--- src/design/cfs_pkg.sv ---
/*
 Package for the converter status register block: register addresses,
 field positions, reset values, carrier structs.
 Assumes a register-read port from the serial interface logic on i_mclk.
*/
// Overview of operation
// [RQ1] Top three bits show active driver pairs
// [RQ2] Driver bits zero when idle, done, stopped, reset
// [RQ3] Running function shown one-hot in low nine
// [RQ4] Function code 0010 reads as bit 2
// [RQ5] Function bits clear on done, stop, reset
// [RQ6] Scan mode keeps bit 0/1 on no-touch end
// [RQ7] Held scan bit restarts scan on next touch
// [RQ8] Function status read-only at address F, resets 0
// [RQ9] Status register at address 8, resets 0004
// [RQ10] Data-available bits set on store, clear after reads
// [RQ11] Reset flag reads 0 after reset, then 1
// [RQ12] Power-down status follows bias select when synchronized
// [RQ13] Reserved bits zero; reads keep function bits
package cfs_pkg;

	// ----------------------------------------
	// Register map
	// ----------------------------------------
	localparam logic [3:0]  CFS_ADDR_STATUS   = 4'h8;
	localparam logic [3:0]  CFS_ADDR_FUNC     = 4'hf;
	localparam logic [15:0] CFS_STATUS_RESET  = 16'h0004;
	localparam logic [15:0] CFS_FUNC_RESET    = 16'h0000;

	// ----------------------------------------
	// Field positions
	// ----------------------------------------
	localparam int CFS_DRV_LSB   = 13;
	localparam int CFS_FN_BITS   = 9;
	localparam int CFS_DAV_LSB   = 11;
	localparam int CFS_DAV_BITS  = 5;
	localparam int CFS_RSTF_POS  = 7;
	localparam int CFS_POWERDOWN_STATUS_BIT_POS  = 2;
	localparam logic [3:0] CFS_FN_SCAN_MAX = 4'h1;

	// Driver pairs: x both, y both, y+ with x-
	typedef struct packed {
		logic yp_xn;
		logic y_both;
		logic x_both;
	} cfs_drv_t;

	// Converter events from sequencing logic
	typedef struct packed {
		logic       start;
		logic [3:0] code;
		logic       done;
		logic       no_touch_end;
		logic       stop;
	} cfs_fn_evt_t;

endpackage

--- src/design/cfs_dav_flags.sv ---
/*
 Data-available flag bank: one sticky bit per data type.
 Assumes store and all-read pulses come from logic on i_mclk.
*/
`timescale 1ns/1ps
module cfs_dav_flags #(
	parameter int N = 5
) (
	input  wire logic         i_mclk,
	input  wire logic         i_reset,
	input  wire logic         i_sw_reset,
	input  wire logic [N-1:0] i_store,
	input  wire logic [N-1:0] i_read_done,
	output logic      [N-1:0] o_dav
);
	import cfs_pkg::*;

	if (N < 1)
	begin : g_bad_n
		$error("cfs_dav_flags needs N >= 1");
	end

	logic [N-1:0] dav_ff;
	logic [N-1:0] nxt_dav;

	// ----------------------------------------
	// Flags
	// ----------------------------------------
	genvar g;
	generate
		for (g = 0; g < N; g++)
		begin : g_flag
			// Store wins over read clear so no update is lost; software reset wins over store
			always_comb
			begin
				if (i_sw_reset)
					nxt_dav[g] = 1'b0;
				else if (i_store[g])
					nxt_dav[g] = 1'b1; // [RQ10]
				else if (i_read_done[g])
					nxt_dav[g] = 1'b0; // [RQ10]
				else
					nxt_dav[g] = dav_ff[g];
			end
		end
	endgenerate

	always_ff @(posedge i_mclk)
	begin
		if (i_reset)
			dav_ff <= '0;
		else
			dav_ff <= nxt_dav;
	end

	assign o_dav = dav_ff;
endmodule // cfs_dav_flags

--- src/design/cfs_status_regs.sv ---
/*
 Converter-function status and device status registers, read-only.
 Assumes the serial interface presents a 4-bit register address with a
 one-cycle read strobe, and sequencing logic reports events on i_mclk.
 Pen touch arrives from the analog side and is synchronized here.
 Read data is registered and held until the next read; ack is one cycle.
 Reads never disturb the function bits, only the reset flag.
*/
`timescale 1ns/1ps
module cfs_status_regs (
	input  wire logic                 i_mclk,
	input  wire logic                 i_reset,
	input  wire logic                 i_sw_reset,
	input  wire cfs_pkg::cfs_fn_evt_t i_fn_evt,
	input  wire cfs_pkg::cfs_drv_t    i_drv,
	input  wire logic                 i_scan_mode_select,
	input  wire logic                 i_bias_powerdown_select,
	input  wire logic                 i_pen_touch_irq_n,
	input  wire logic [4:0]           i_dav_store,
	input  wire logic [4:0]           i_dav_read_done,
	input  wire logic                 i_rd_stb,
	input  wire logic [3:0]           i_rd_addr,
	output logic      [15:0]          o_rd_data,
	output logic                      o_rd_ack,
	output logic                      o_scan_restart,
	output logic      [3:0]           o_scan_code
);
	import cfs_pkg::*;

	// ----------------------------------------
	// Elaboration checks
	// ----------------------------------------
	// Ports are sized for five data types and nine functions
	if (CFS_DAV_BITS != 5 || CFS_FN_BITS + 4 != CFS_DRV_LSB)
	begin : g_bad_layout
		$error("cfs_status_regs: field layout does not fit the ports");
	end

	// ----------------------------------------
	// Pen touch synchronizer
	// ----------------------------------------
	logic [2:0] pen_sync_ff;
	logic       pen_ff;
	logic       nxt_pen;
	logic       pen_edge;

	always_comb
	begin
		// Change accepted once stages two and three agree
		nxt_pen = (pen_sync_ff[1] == pen_sync_ff[2]) ? ~pen_sync_ff[2] : pen_ff;
	end

	always_ff @(posedge i_mclk)
	begin
		if (i_reset)
		begin
			pen_sync_ff <= 3'h7;
			pen_ff      <= 1'b0;
		end
		else
		begin
			pen_sync_ff <= {pen_sync_ff[1:0], i_pen_touch_irq_n};
			pen_ff      <= nxt_pen;
		end
	end

	assign pen_edge = nxt_pen & ~pen_ff;

	// ----------------------------------------
	// Converter function status
	// ----------------------------------------
	logic [CFS_FN_BITS-1:0] fn_ff;
	logic [CFS_FN_BITS-1:0] nxt_fn;
	logic [2:0]             drv_ff;
	logic [2:0]             nxt_drv;
	logic                   scan_held;

	assign scan_held = i_scan_mode_select & |fn_ff[1:0];

	// ----------------------------------------
	// Converter event decode
	// ----------------------------------------
	logic fn_load;
	logic fn_end;
	logic fn_keep;
	logic fn_kill;

	assign fn_load = i_fn_evt.start && i_fn_evt.code < 4'(CFS_FN_BITS);
	assign fn_end  = i_fn_evt.done || i_fn_evt.no_touch_end;
	// Only a no-touch end in scan mode keeps the bit armed
	assign fn_keep = i_fn_evt.no_touch_end && i_scan_mode_select && i_fn_evt.code <= CFS_FN_SCAN_MAX;
	assign fn_kill = i_fn_evt.stop || i_sw_reset;

	always_comb
	begin
		nxt_fn  = fn_ff;
		nxt_drv = {i_drv.yp_xn, i_drv.y_both, i_drv.x_both}; // [RQ1]
		if (fn_load)
			nxt_fn = CFS_FN_BITS'(1) << i_fn_evt.code; // [RQ3] [RQ4]
		if (fn_keep)
			nxt_fn = fn_ff; // [RQ6]
		else if (fn_end)
			nxt_fn = '0; // [RQ5]
		if (fn_end || fn_kill)
			nxt_drv = 3'h0; // [RQ2]
		if (fn_kill)
			nxt_fn = '0; // [RQ5]
	end

	always_ff @(posedge i_mclk)
	begin
		if (i_reset)
		begin
			fn_ff  <= CFS_FUNC_RESET[CFS_FN_BITS-1:0]; // [RQ8]
			drv_ff <= 3'h0; // [RQ2]
		end
		else
		begin
			fn_ff  <= nxt_fn;
			drv_ff <= nxt_drv;
		end
	end

	// Held bit restarts the scan without a host command
	assign o_scan_restart = scan_held & pen_edge; // [RQ7]
	assign o_scan_code    = fn_ff[1] ? 4'h1 : 4'h0;

	// ----------------------------------------
	// Device status
	// ----------------------------------------
	logic [4:0] dav;
	logic       rstf_ff;
	logic       nxt_rstf;
	logic       powerdown_status_bit_ff;
	logic       nxt_powerdown_status_bit;

	cfs_dav_flags #(
		.N (CFS_DAV_BITS)
	) u_dav (
		.i_mclk      (i_mclk),
		.i_reset     (i_reset),
		.i_sw_reset  (i_sw_reset),
		.i_store     (i_dav_store),
		.i_read_done (i_dav_read_done),
		.o_dav       (dav)
	);

	always_comb
	begin
		nxt_rstf = rstf_ff;
		nxt_powerdown_status_bit = powerdown_status_bit_ff;
		if (i_sw_reset)
			nxt_rstf = 1'b0; // [RQ11]
		else if (i_rd_stb && i_rd_addr == CFS_ADDR_STATUS)
			nxt_rstf = 1'b1; // [RQ11]
		// Sampled only on touch or start: bias select is slow-moving
		if (i_sw_reset)
			nxt_powerdown_status_bit = CFS_STATUS_RESET[CFS_POWERDOWN_STATUS_BIT_POS];
		else if (pen_edge || i_fn_evt.start)
			nxt_powerdown_status_bit = i_bias_powerdown_select; // [RQ12]
	end

	always_ff @(posedge i_mclk)
	begin
		if (i_reset)
		begin
			rstf_ff <= CFS_STATUS_RESET[CFS_RSTF_POS]; // [RQ11]
			powerdown_status_bit_ff <= CFS_STATUS_RESET[CFS_POWERDOWN_STATUS_BIT_POS]; // [RQ9]
		end
		else
		begin
			rstf_ff <= nxt_rstf;
			powerdown_status_bit_ff <= nxt_powerdown_status_bit;
		end
	end

	// ----------------------------------------
	// Read port
	// ----------------------------------------
	logic [15:0] status_word;
	logic [15:0] func_word;
	logic [15:0] rd_data_ff;
	logic [15:0] nxt_rd_data;
	logic        ack_ff;
	logic        nxt_ack;

	always_comb
	begin
		status_word = 16'h0000; // [RQ13]
		status_word[CFS_DAV_LSB +: CFS_DAV_BITS] = dav; // [RQ10]
		status_word[CFS_RSTF_POS] = rstf_ff; // [RQ11]
		status_word[CFS_POWERDOWN_STATUS_BIT_POS] = powerdown_status_bit_ff; // [RQ9] [RQ12]
		func_word = 16'h0000; // [RQ13]
		func_word[CFS_DRV_LSB +: 3] = drv_ff; // [RQ1]
		func_word[CFS_FN_BITS-1:0] = fn_ff; // [RQ3]
		nxt_rd_data = rd_data_ff;
		nxt_ack     = i_rd_stb;
		if (i_rd_stb)
		begin
			unique case (i_rd_addr)
				CFS_ADDR_STATUS: nxt_rd_data = status_word; // [RQ9]
				CFS_ADDR_FUNC:   nxt_rd_data = func_word; // [RQ8]
				default:         nxt_rd_data = 16'h0000;
			endcase
		end
	end

	always_ff @(posedge i_mclk)
	begin
		if (i_reset)
		begin
			rd_data_ff <= 16'h0000;
			ack_ff     <= 1'b0;
		end
		else
		begin
			rd_data_ff <= nxt_rd_data;
			ack_ff     <= nxt_ack;
		end
	end

	assign o_rd_data = rd_data_ff;
	assign o_rd_ack  = ack_ff;
endmodule // cfs_status_regs

--- config.mk ---
export PLATFORM = sky130hd
export DESIGN_NAME = cfs_status_regs
export DESIGN_NICKNAME = d
export VERILOG_FILES = /design/src/design/cfs_pkg.sv /design/src/design/cfs_dav_flags.sv /design/src/design/cfs_status_regs.sv
export SDC_FILE = /design/constraint.sdc
export NUM_CORES = 1
export LEC_CHECK = 0
export BUFFER_PORTS_ARGS = -buffer_cell sky130_fd_sc_hd__buf_2
export CAP_MARGIN = 5
export CORE_MARGIN = 2
export CORE_UTILIZATION = 30
export CTS_BUF_LIST = sky130_fd_sc_hd__clkbuf_16
export CTS_CLUSTER_DIAMETER = 200
export DETAILED_ROUTE_END_ITERATION = 7
export PLACE_DENSITY = 0.58
export SYNTH_ARGS = -nofsm -noshare
export SYNTH_HDL_FRONTEND = slang
export SYNTH_SLANG_ARGS = --single-unit
--- constraint.sdc ---
create_clock -name i_mclk -period 1.49 [get_ports i_mclk]
set_input_delay 0.447 -clock i_mclk [delete_from_list [all_inputs] [get_ports i_mclk]]
set_output_delay 0.447 -clock i_mclk [all_outputs]
set_load 0.02 [all_outputs]
* Word level (Yosys, flattened, before mapping)
Index checks and enable logic that the tools add are counted.
Word-level totals: flip-flop bits (word level) 40, logic and storage cells 59, output and inout port bits 22, bits of input ports 32
Operators by class: reductions and logical operators 19, order comparisons 2, muxes and demuxes 15, bitwise gates (word level) 6, equal/unequal tests 3, shift operators 1
Operators by type and width (number):
- one-hot mux 16 bit (2 select lines) | 1
- two-way mux 9 bit | 2
- two-way mux 1 bit | 12
- nonzero test 2 bit | 6
- left shift 1 x 4 -> 9 bit, first input constant | 1
- == test 4 bit, second input constant | 2
- OR reduction 2 bit | 4
- less-or-equal comparator 4 x 1 -> 1 bit, second input constant | 1
- logical AND 1 bit | 4
- logical OR 1 bit | 4
- less-than comparator 4 bit, second input constant | 1
- AND 1 bit | 3
- inverter 1 bit | 3
- AND reduction 2 bit | 1
- == test 1 bit | 1

* Logic depth before layout (Yosys ltp)
Gate-level depths: netlist of the first run.
word-level depth 4, depth in mapped cells 5, mapped depth without buffers 4

* Hierarchy
From an unflattened synthesis of the first run, not the netlist that was laid out.
Second synthesis, totals: cells, all modules 160, area total of the unflattened synthesis 1521.5 um^2
Modules (own cells, without submodules):
- cfs_status_regs | cells an instance 139, area each 1318.8 um^2, instances 1, seq. area each 660.6 um^2
- cfs_dav_flags | cells an instance 21, area each 202.7 um^2, instances 1, seq. area each 100.1 um^2

* Least setup slack after synthesis of the first run
No wires, ideal clock.
kind register to output, from register pen_sync_ff[2], to output o_scan_restart, data required time 1.043 ns, path slack 0.217 ns, path buffers 0, stages on the path, launching flop included 3, arrival time 0.826 ns, cells stage by stage dfxtp_1 nor3_1 o211a_1
Between the ends: cells in the longest elaborated chain, start to end 4, elaborated cells on any way between the ends 5, classes of those cells eq/ne: 1; mux: 1; bitwise: 3
RTL lines:
- start: declaration | RTL line cfs_status_regs.sv:42 | logic [2:0] pen_sync_ff;
- start signal: assignment | RTL line cfs_status_regs.sv:62 | pen_sync_ff <= {pen_sync_ff[1:0], i_pen_touch_irq_n};
- == test 1 bit / inverter 1 bit (equally long branches) | RTL line cfs_status_regs.sv:50 | nxt_pen = (pen_sync_ff[1] == pen_sync_ff[2]) ? ~pen_sync_ff[2] : pen_ff;
- two-way mux 1 bit * | RTL line cfs_status_regs.sv:50
- AND 1 bit * | RTL line cfs_status_regs.sv:67 | assign pen_edge = nxt_pen & ~pen_ff;
- AND 1 bit * | RTL line cfs_status_regs.sv:125 | assign o_scan_restart = scan_held & pen_edge;
- end: declaration | RTL line cfs_status_regs.sv:25 | output logic o_scan_restart,
Every way passes the cells marked *; elsewhere a longest branch is shown, timed or not.

* Worst setup path in the final report of the first run
from register pen_sync_ff[1], to output o_scan_restart
Between the ends: cells in the longest elaborated chain, start to end 4
RTL lines (RTL line):
- == test 1 bit | cfs_status_regs.sv:50
- two-way mux 1 bit | cfs_status_regs.sv:50
- AND 1 bit | cfs_status_regs.sv:67
- AND 1 bit | cfs_status_regs.sv:125
No other way between the ends.

==> impl_metrics.env, run 1 <==
export IMPL_status="finished with violations"
export IMPL_violations="negative setup slack"
export IMPL_synthAdderAreaFrac=0.00671
export IMPL_cts_buffers=5
export IMPL_power_density_nw_per_um2=1070
export IMPL_clkTransAtPathRegs_ps=50
export IMPL_clkLatencyLatePin_ps=270
export IMPL_required_ps=1040
export IMPL_synth_compound_area_frac=0.128
export IMPL_yosysSeqAreaShare=0.510
export IMPL_core_area_um2=4750
export IMPL_synth_top_family_by_area="simple AND/OR/NAND/NOR gates"
export IMPL_netlist_area_um2=1490
export IMPL_power_frac_seq=0.477
export IMPL_synth_mux_area_frac=0.0536
export IMPL_numClockSinks=38
export IMPL_period_share=1.05
export IMPL_synth_distinct_cells=32
export IMPL_cts_root_buf="clkbuf_16"
export IMPL_place_gp_congestion=0.834
export IMPL_postSynthAreaPerCell_um2=9.33
export IMPL_fin_area_um2=2030
export IMPL_grt_remaining_overflow=0
export IMPL_dieArea_um2=5560
export IMPL_rsz0062_at_grt="true"
export IMPL_timing_slew_headroom=0.609
export IMPL_num_io_pins=54
export IMPL_place_ws_ps=-138
export IMPL_first_global_vias=1149
export IMPL_slowest_stage="dfxtp_2"
export IMPL_hold_viol=0
export IMPL_cpLargestDelayFamily="flip-flops"
export IMPL_routed_wl_um=3260
export IMPL_grt_pass1_wl_um=5310
export IMPL_antenna_found_initial=0
export IMPL_grt_max_degree=20
export IMPL_fin_setup_tns_ps=-80.7
export IMPL_ir_worst_vdd_uv=448
export IMPL_drv_slew=0
export IMPL_dpl_hpwl_um=2500
export IMPL_cp_buffers_inverters=1
export IMPL_pwr_share_clk=0.441
export IMPL_dp_cells=281
export IMPL_async_flop_share=0
export IMPL_cp_end_kind="primary output"
export IMPL_hp_class="in -> reg"
export IMPL_hold_slack_ps=370
export IMPL_comb_power_share=0.083
export IMPL_timing_final_ws_setup_ps=-80.7
export IMPL_fmax_mhz=637
export IMPL_cts_hold_fix_buffers=0
export IMPL_synthCells=160
export IMPL_yosysTopAreaCell="dfxtp_1"
export IMPL_drt_pass1_iter_count=4
export IMPL_via_count=1279
export IMPL_synth_area_leaders="dfxtp_1 (51%), nor2_1 (6.5%), mux2i_1 (5.4%)"
export IMPL_drive_gt1_frac=0.381
export IMPL_worstSetupPathType="reg -> out"
export IMPL_antenna_left=0
export IMPL_die_h_um=74.5
export IMPL_diodes=0
export IMPL_max_cap_violations=0
export IMPL_num_nets_final=254
export IMPL_final_common_cell="buf_2"
export IMPL_htree_levels=2
export IMPL_switching_share=0.213
export IMPL_clk_path_buf_depth=2
export IMPL_max_slew_worst_pin_slew_ps=586
export IMPL_report_power_total_mw=2.18
export IMPL_vias_per_cell=4.41
export IMPL_portBuffers=48
export IMPL_wl_per_cell_um=11.2
export IMPL_p_leak_nw=0.921
export IMPL_final_cell_mix="buf_2 (47), dfxtp_1 (36), nor2_1 (25), buf_4 (16), nand2_1 (15)"
export IMPL_n_fill_cell=521
export IMPL_setup_viol=1
export IMPL_cts_tree="done"
export IMPL_max_stage_delay_ps=330
export IMPL_final_util=0.427
export IMPL_synthSimpleGateAreaFrac=0.219
export IMPL_synth_top_area_frac=0.510
export IMPL_finalClockSkew_ps=4.12
export IMPL_crit_fanout=2
export IMPL_worstPathCellList="nor3_4, o211a_1, buf_6"
export IMPL_p_int_mw=1.72
export IMPL_period_minus_slack_ps=1570
export IMPL_arrival_ps=1120
export IMPL_die_x_um=74.5
export IMPL_fp_row_count=25
export IMPL_cp_start_kind="register"
export IMPL_drt_first_iter_violations=58
export IMPL_ys_warn_count=0
export IMPL_ys_ff_latch=38
export IMPL_floorplan_initialDensity=0.314
export IMPL_ys_flop_type="dfxtp_1"
export IMPL_syn_to_final_growth_pct=36.0
export IMPL_power_switching_mw=0.465
export IMPL_synth_edff_count=0
export IMPL_drc=0
export IMPL_synth_xor_area_frac=0
export IMPL_grtUsageTotal=0.128
export IMPL_instances_no_fill=290
export IMPL_place_area_um2=1860
power groups by stage:
| stage | clock network, mW | registers, mW | logic [mW] |
|---|---|---|---|
| after global routing | 1.04 | 1.04 | 0.200 |
| after floorplan | 0 | 1.06 | 0.0967 |
| after CTS | 0.992 | 1.04 | 0.180 |
| after detailed placement | 0 | 1.06 | 0.180 |
| after global placement | 0 | 1.06 | 0.178 |
| final | 0.961 | 1.04 | 0.181 |
path summary, 6_finish.rpt:
path / startpoint / cells after the start / endpoint / slack [ps]
worst min-delay path: i_pen_touch_irq_n / 2 / pen_sync_ff[0] / 370
worst max-delay path: pen_sync_ff[1] / 3 / o_scan_restart / -80
worst max register to register: pen_sync_ff[1] / 5 / powerdown_status_bit_ff / 510
worst min register to register: pen_sync_ff[0] / 1 / pen_sync_ff[1] / 420
sequential cells by signal, indices dropped and copies added (netlist names), 3 cells and up:
register,cells
o_rd_data,14
fn_ff,9
u_dav.o_dav,5
drv_ff,3
pen_sync_ff,3
per-layer routing:
| metal | vias to the layer above | wire, um | GRT usage |
|---|---|---|---|
| met5 | - | 0 | 0 |
| met4 | 0 | 44 | 0.0655 |
| met3 | 4 | 148 | 0.0298 |
| met2 | 31 | 1480 | 0.191 |
| met1 | 577 | 1580 | 0.173 |
| li1 | 667 | - | - |
synthesized netlist by cell type, types with 3 or more instances:
master / number
buf_4: 6
a222oi_1: 5
a22oi_1: 9
dfxtp_1: 38
nand2_1: 15
and3_1: 4
inv_1: 10
mux2i_1: 8
nor3_1: 4
buf_2: 3
or2_2: 4
a21oi_1: 5
nand3_1: 3
nor2_1: 26
timing repair:
action                     CTS  global route
setup buffers                0             1
setup endpoints to repair    1             2
pin swaps                    2             2
resized for setup            6             1
gates cloned                 0             0
cells by family after synthesis:
| logic type | after synthesis |
|---|---|
| compound gates | 24 |
| fa+ha+maj | 1 |
| buf+inv | 23 |
| flops | 38 |
| mux | 8 |
| other cells | 1 |
| simple gates | 65 |
final cells by class:
type	instances	area (um2)	area share
clock inverter	3	12.5	0.00617
sequential	38	763	0.376
multi-input combinational	103	641	0.316
tap	67	83.8	0.0413
clock buffer	5	125	0.0617
inverter	10	37.5	0.0185
timing repair buffer	64	367	0.181
No activity file was read; power rests on OpenSTA's default activity.
==> inputs of run 2 (changes only) <==
ABC_AREA = 1   (was unset)
PLACE_DENSITY = 0.57   (was 0.58)
==> run 2 against run 1 <==
The run now ends clean. Combinational power increased by 22%. Count of clock-buffer cells in the layout stayed put. Final area rose by 3.7%. Largest cell class unchanged.
==> impl_metrics.env, run 2 <==
export IMPL_required_ps=1040
export IMPL_synth_top_area_frac=0.469
export IMPL_die_x_um=77.6
export IMPL_status="finished, final reports clean"
export IMPL_portBuffers=48
export IMPL_cts_hold_fix_buffers=0
export IMPL_netlist_area_um2=1620
export IMPL_p_leak_nw=1.02
export IMPL_drc=0
export IMPL_ir_worst_vdd_uv=362
export IMPL_routed_wl_um=3590
export IMPL_place_area_um2=1920
export IMPL_period_share=0.987
export IMPL_num_nets_final=322
export IMPL_synth_top_family_by_area="simple AND/OR/NAND/NOR gates"
export IMPL_instances_no_fill=360
export IMPL_p_int_mw=1.72
export IMPL_die_h_um=77.6
export IMPL_ys_warn_count=0
export IMPL_async_flop_share=0
export IMPL_synth_common_cells="nand2_1 (70), nor2_1 (43), dfxtp_1 (38)"
export IMPL_hold_slack_ps=360
export IMPL_wl_per_cell_um=9.98
export IMPL_switching_share=0.226
export IMPL_final_common_cell="nand2_1"
export IMPL_vias_per_cell=4.20
export IMPL_rr_worst_depth=7
export IMPL_worstSetupPathType="reg -> out"
export IMPL_min_path_cells=2
export IMPL_cts_tree="done"
export IMPL_floorplan_initialDensity=0.314
export IMPL_first_global_vias=1437
export IMPL_grt_remaining_overflow=0
export IMPL_synthCells=232
export IMPL_period_minus_slack_ps=1470
export IMPL_antenna_found_initial=0
export IMPL_crit_fanout=2
export IMPL_power_frac_seq=0.475
export IMPL_core_area_um2=5170
export IMPL_cts_root_buf="clkbuf_16"
export IMPL_synth_distinct_cells=22
export IMPL_antenna_left=0
export IMPL_num_io_pins=54
export IMPL_hp_class="in -> reg"
export IMPL_cts_buffers=5
export IMPL_power_switching_mw=0.505
export IMPL_clkTransAtPathRegs_ps=50
export IMPL_yosysSeqAreaShare=0.469
export IMPL_clk_path_buf_depth=2
export IMPL_syn_to_final_growth_pct=29.7
export IMPL_diodes=0
export IMPL_fin_area_um2=2100
export IMPL_ys_flop_type="dfxtp_1"
export IMPL_clkLatencyLatePin_ps=270
export IMPL_synth_area_leaders="dfxtp_1 (47%), nand2_1 (16%), nor2_1 (9.9%)"
export IMPL_n_fill_cell=547
export IMPL_final_cell_mix="nand2_1 (70), buf_2 (47), nor2_1 (42), dfxtp_1 (35), inv_1 (26)"
export IMPL_largest_reg_flops=14
export IMPL_yosysTopAreaCell="dfxtp_1"
export IMPL_ys_ff_latch=38
export IMPL_drt_pass1_iter_count=4
export IMPL_dpl_hpwl_um=2720
export IMPL_cp_start_kind="register"
export IMPL_fp_row_count=26
export IMPL_place_gp_congestion=0.817
export IMPL_synth_mux_area_frac=0
export IMPL_grt_pass1_wl_um=6330
export IMPL_cp_end_kind="primary output"
export IMPL_synth_compound_area_frac=0.0756
export IMPL_via_count=1511
export IMPL_hold_viol=0
export IMPL_setup_viol=0
export IMPL_rsz0062_at_grt="true"
export IMPL_arrival_ps=1020
export IMPL_drv_slew=0
export IMPL_drt_first_iter_violations=56
export IMPL_postSynthAreaPerCell_um2=6.99
export IMPL_numClockSinks=38
export IMPL_grt_max_degree=18
export IMPL_grtUsageTotal=0.132
export IMPL_max_cap_violations=0
export IMPL_synth_edff_count=0
export IMPL_pwr_share_clk=0.426
export IMPL_report_power_total_mw=2.23
export IMPL_drive_gt1_frac=0.276
export IMPL_comb_power_share=0.099
export IMPL_synthSimpleGateAreaFrac=0.343
export IMPL_synthAdderAreaFrac=0
export IMPL_dp_cells=347
export IMPL_htree_levels=2
export IMPL_finalClockSkew_ps=3.75
export IMPL_fmax_mhz=680
export IMPL_synth_most_common_cell="nand2_1"
export IMPL_power_density_nw_per_um2=1060
export IMPL_dieArea_um2=6010
export IMPL_synth_xor_area_frac=0
==> run 2: area by class of cell <==
class	instances	area [um2]	share of cell area
Clock buffer	5	125	0.0595
Clock inverter	2	7.51	0.00357
Inverter	29	109	0.0517
Multi-Input combinational cell	159	701	0.333
Sequential cell	38	764	0.363
Tap cell	70	87.6	0.0416
Timing Repair Buffer	57	310	0.147
==> run 2: timing repair <==
action	4_1_cts	5_1_grt
buffers inserted	6	0
endpoints found under the setup margin	1	1
resized for setup	4	1
pin swaps	3	0
==> run 2: kinds of logic (layout without fill, tap and decap cells) <==
| kind of cell | after synthesis | after routing |
|---|---|---|
| other | 1 | 5 |
| and+or+nand+nor | 130 | 130 |
| AOI/OAI and AO/OA | 24 | 24 |
| DFF | 38 | 38 |
| buffers and inverters | 39 | 93 |
==> run 2: metal layers <==
layer,part of all wire,track usage
met1,0.50,0.166
met2,0.43,0.213
met3,0.066,0.0465
met4,0.010,0.0357
met5,0,0
==> run 2: critical path, stage by stage (launching register included) <==
cell and delay (ps):
dfxtp_2 320, nor2_2 110, nand2_1 90, nor2_1 90
buf_4 140
==> run 2: power by group through the flow <==
stage	Sequential [mW]	Combinational [mW]	Clock, mW
2_1_floorplan	1.09	0.133	0
6_report	1.06	0.220	0.950
3_3_place_gp	1.08	0.216	0
5_1_grt	1.06	0.253	1.03
4_1_cts	1.06	0.222	0.987
3_5_place_dp	1.08	0.218	0
==> run 2: stage by stage <==
| step | TNS (ps) | utilization | setup slack [ps] |
|---|---|---|---|
| 6_report | 0 | 0.407 | 18.7 |
| 5_1_grt | -55.4 | 0.407 | -55.4 |
| 4_1_cts | 0 | 0.407 | 6.39 |
| 3_5_place_dp | 0 | 0.371 | 107 |
| 3_3_place_gp | 0 | 0.371 | 131 |
| 2_1_floorplan | 0 | - | 239 |
==> run 2: final timing paths <==
kind | start | to | slack [ps]
max | pen_sync_ff[1] | o_scan_restart | 20
min reg2reg | pen_sync_ff[0] | pen_sync_ff[1] | 410
min | i_pen_touch_irq_n | pen_sync_ff[0] | 360
max reg2reg | pen_sync_ff[2] | pen_ff | 380
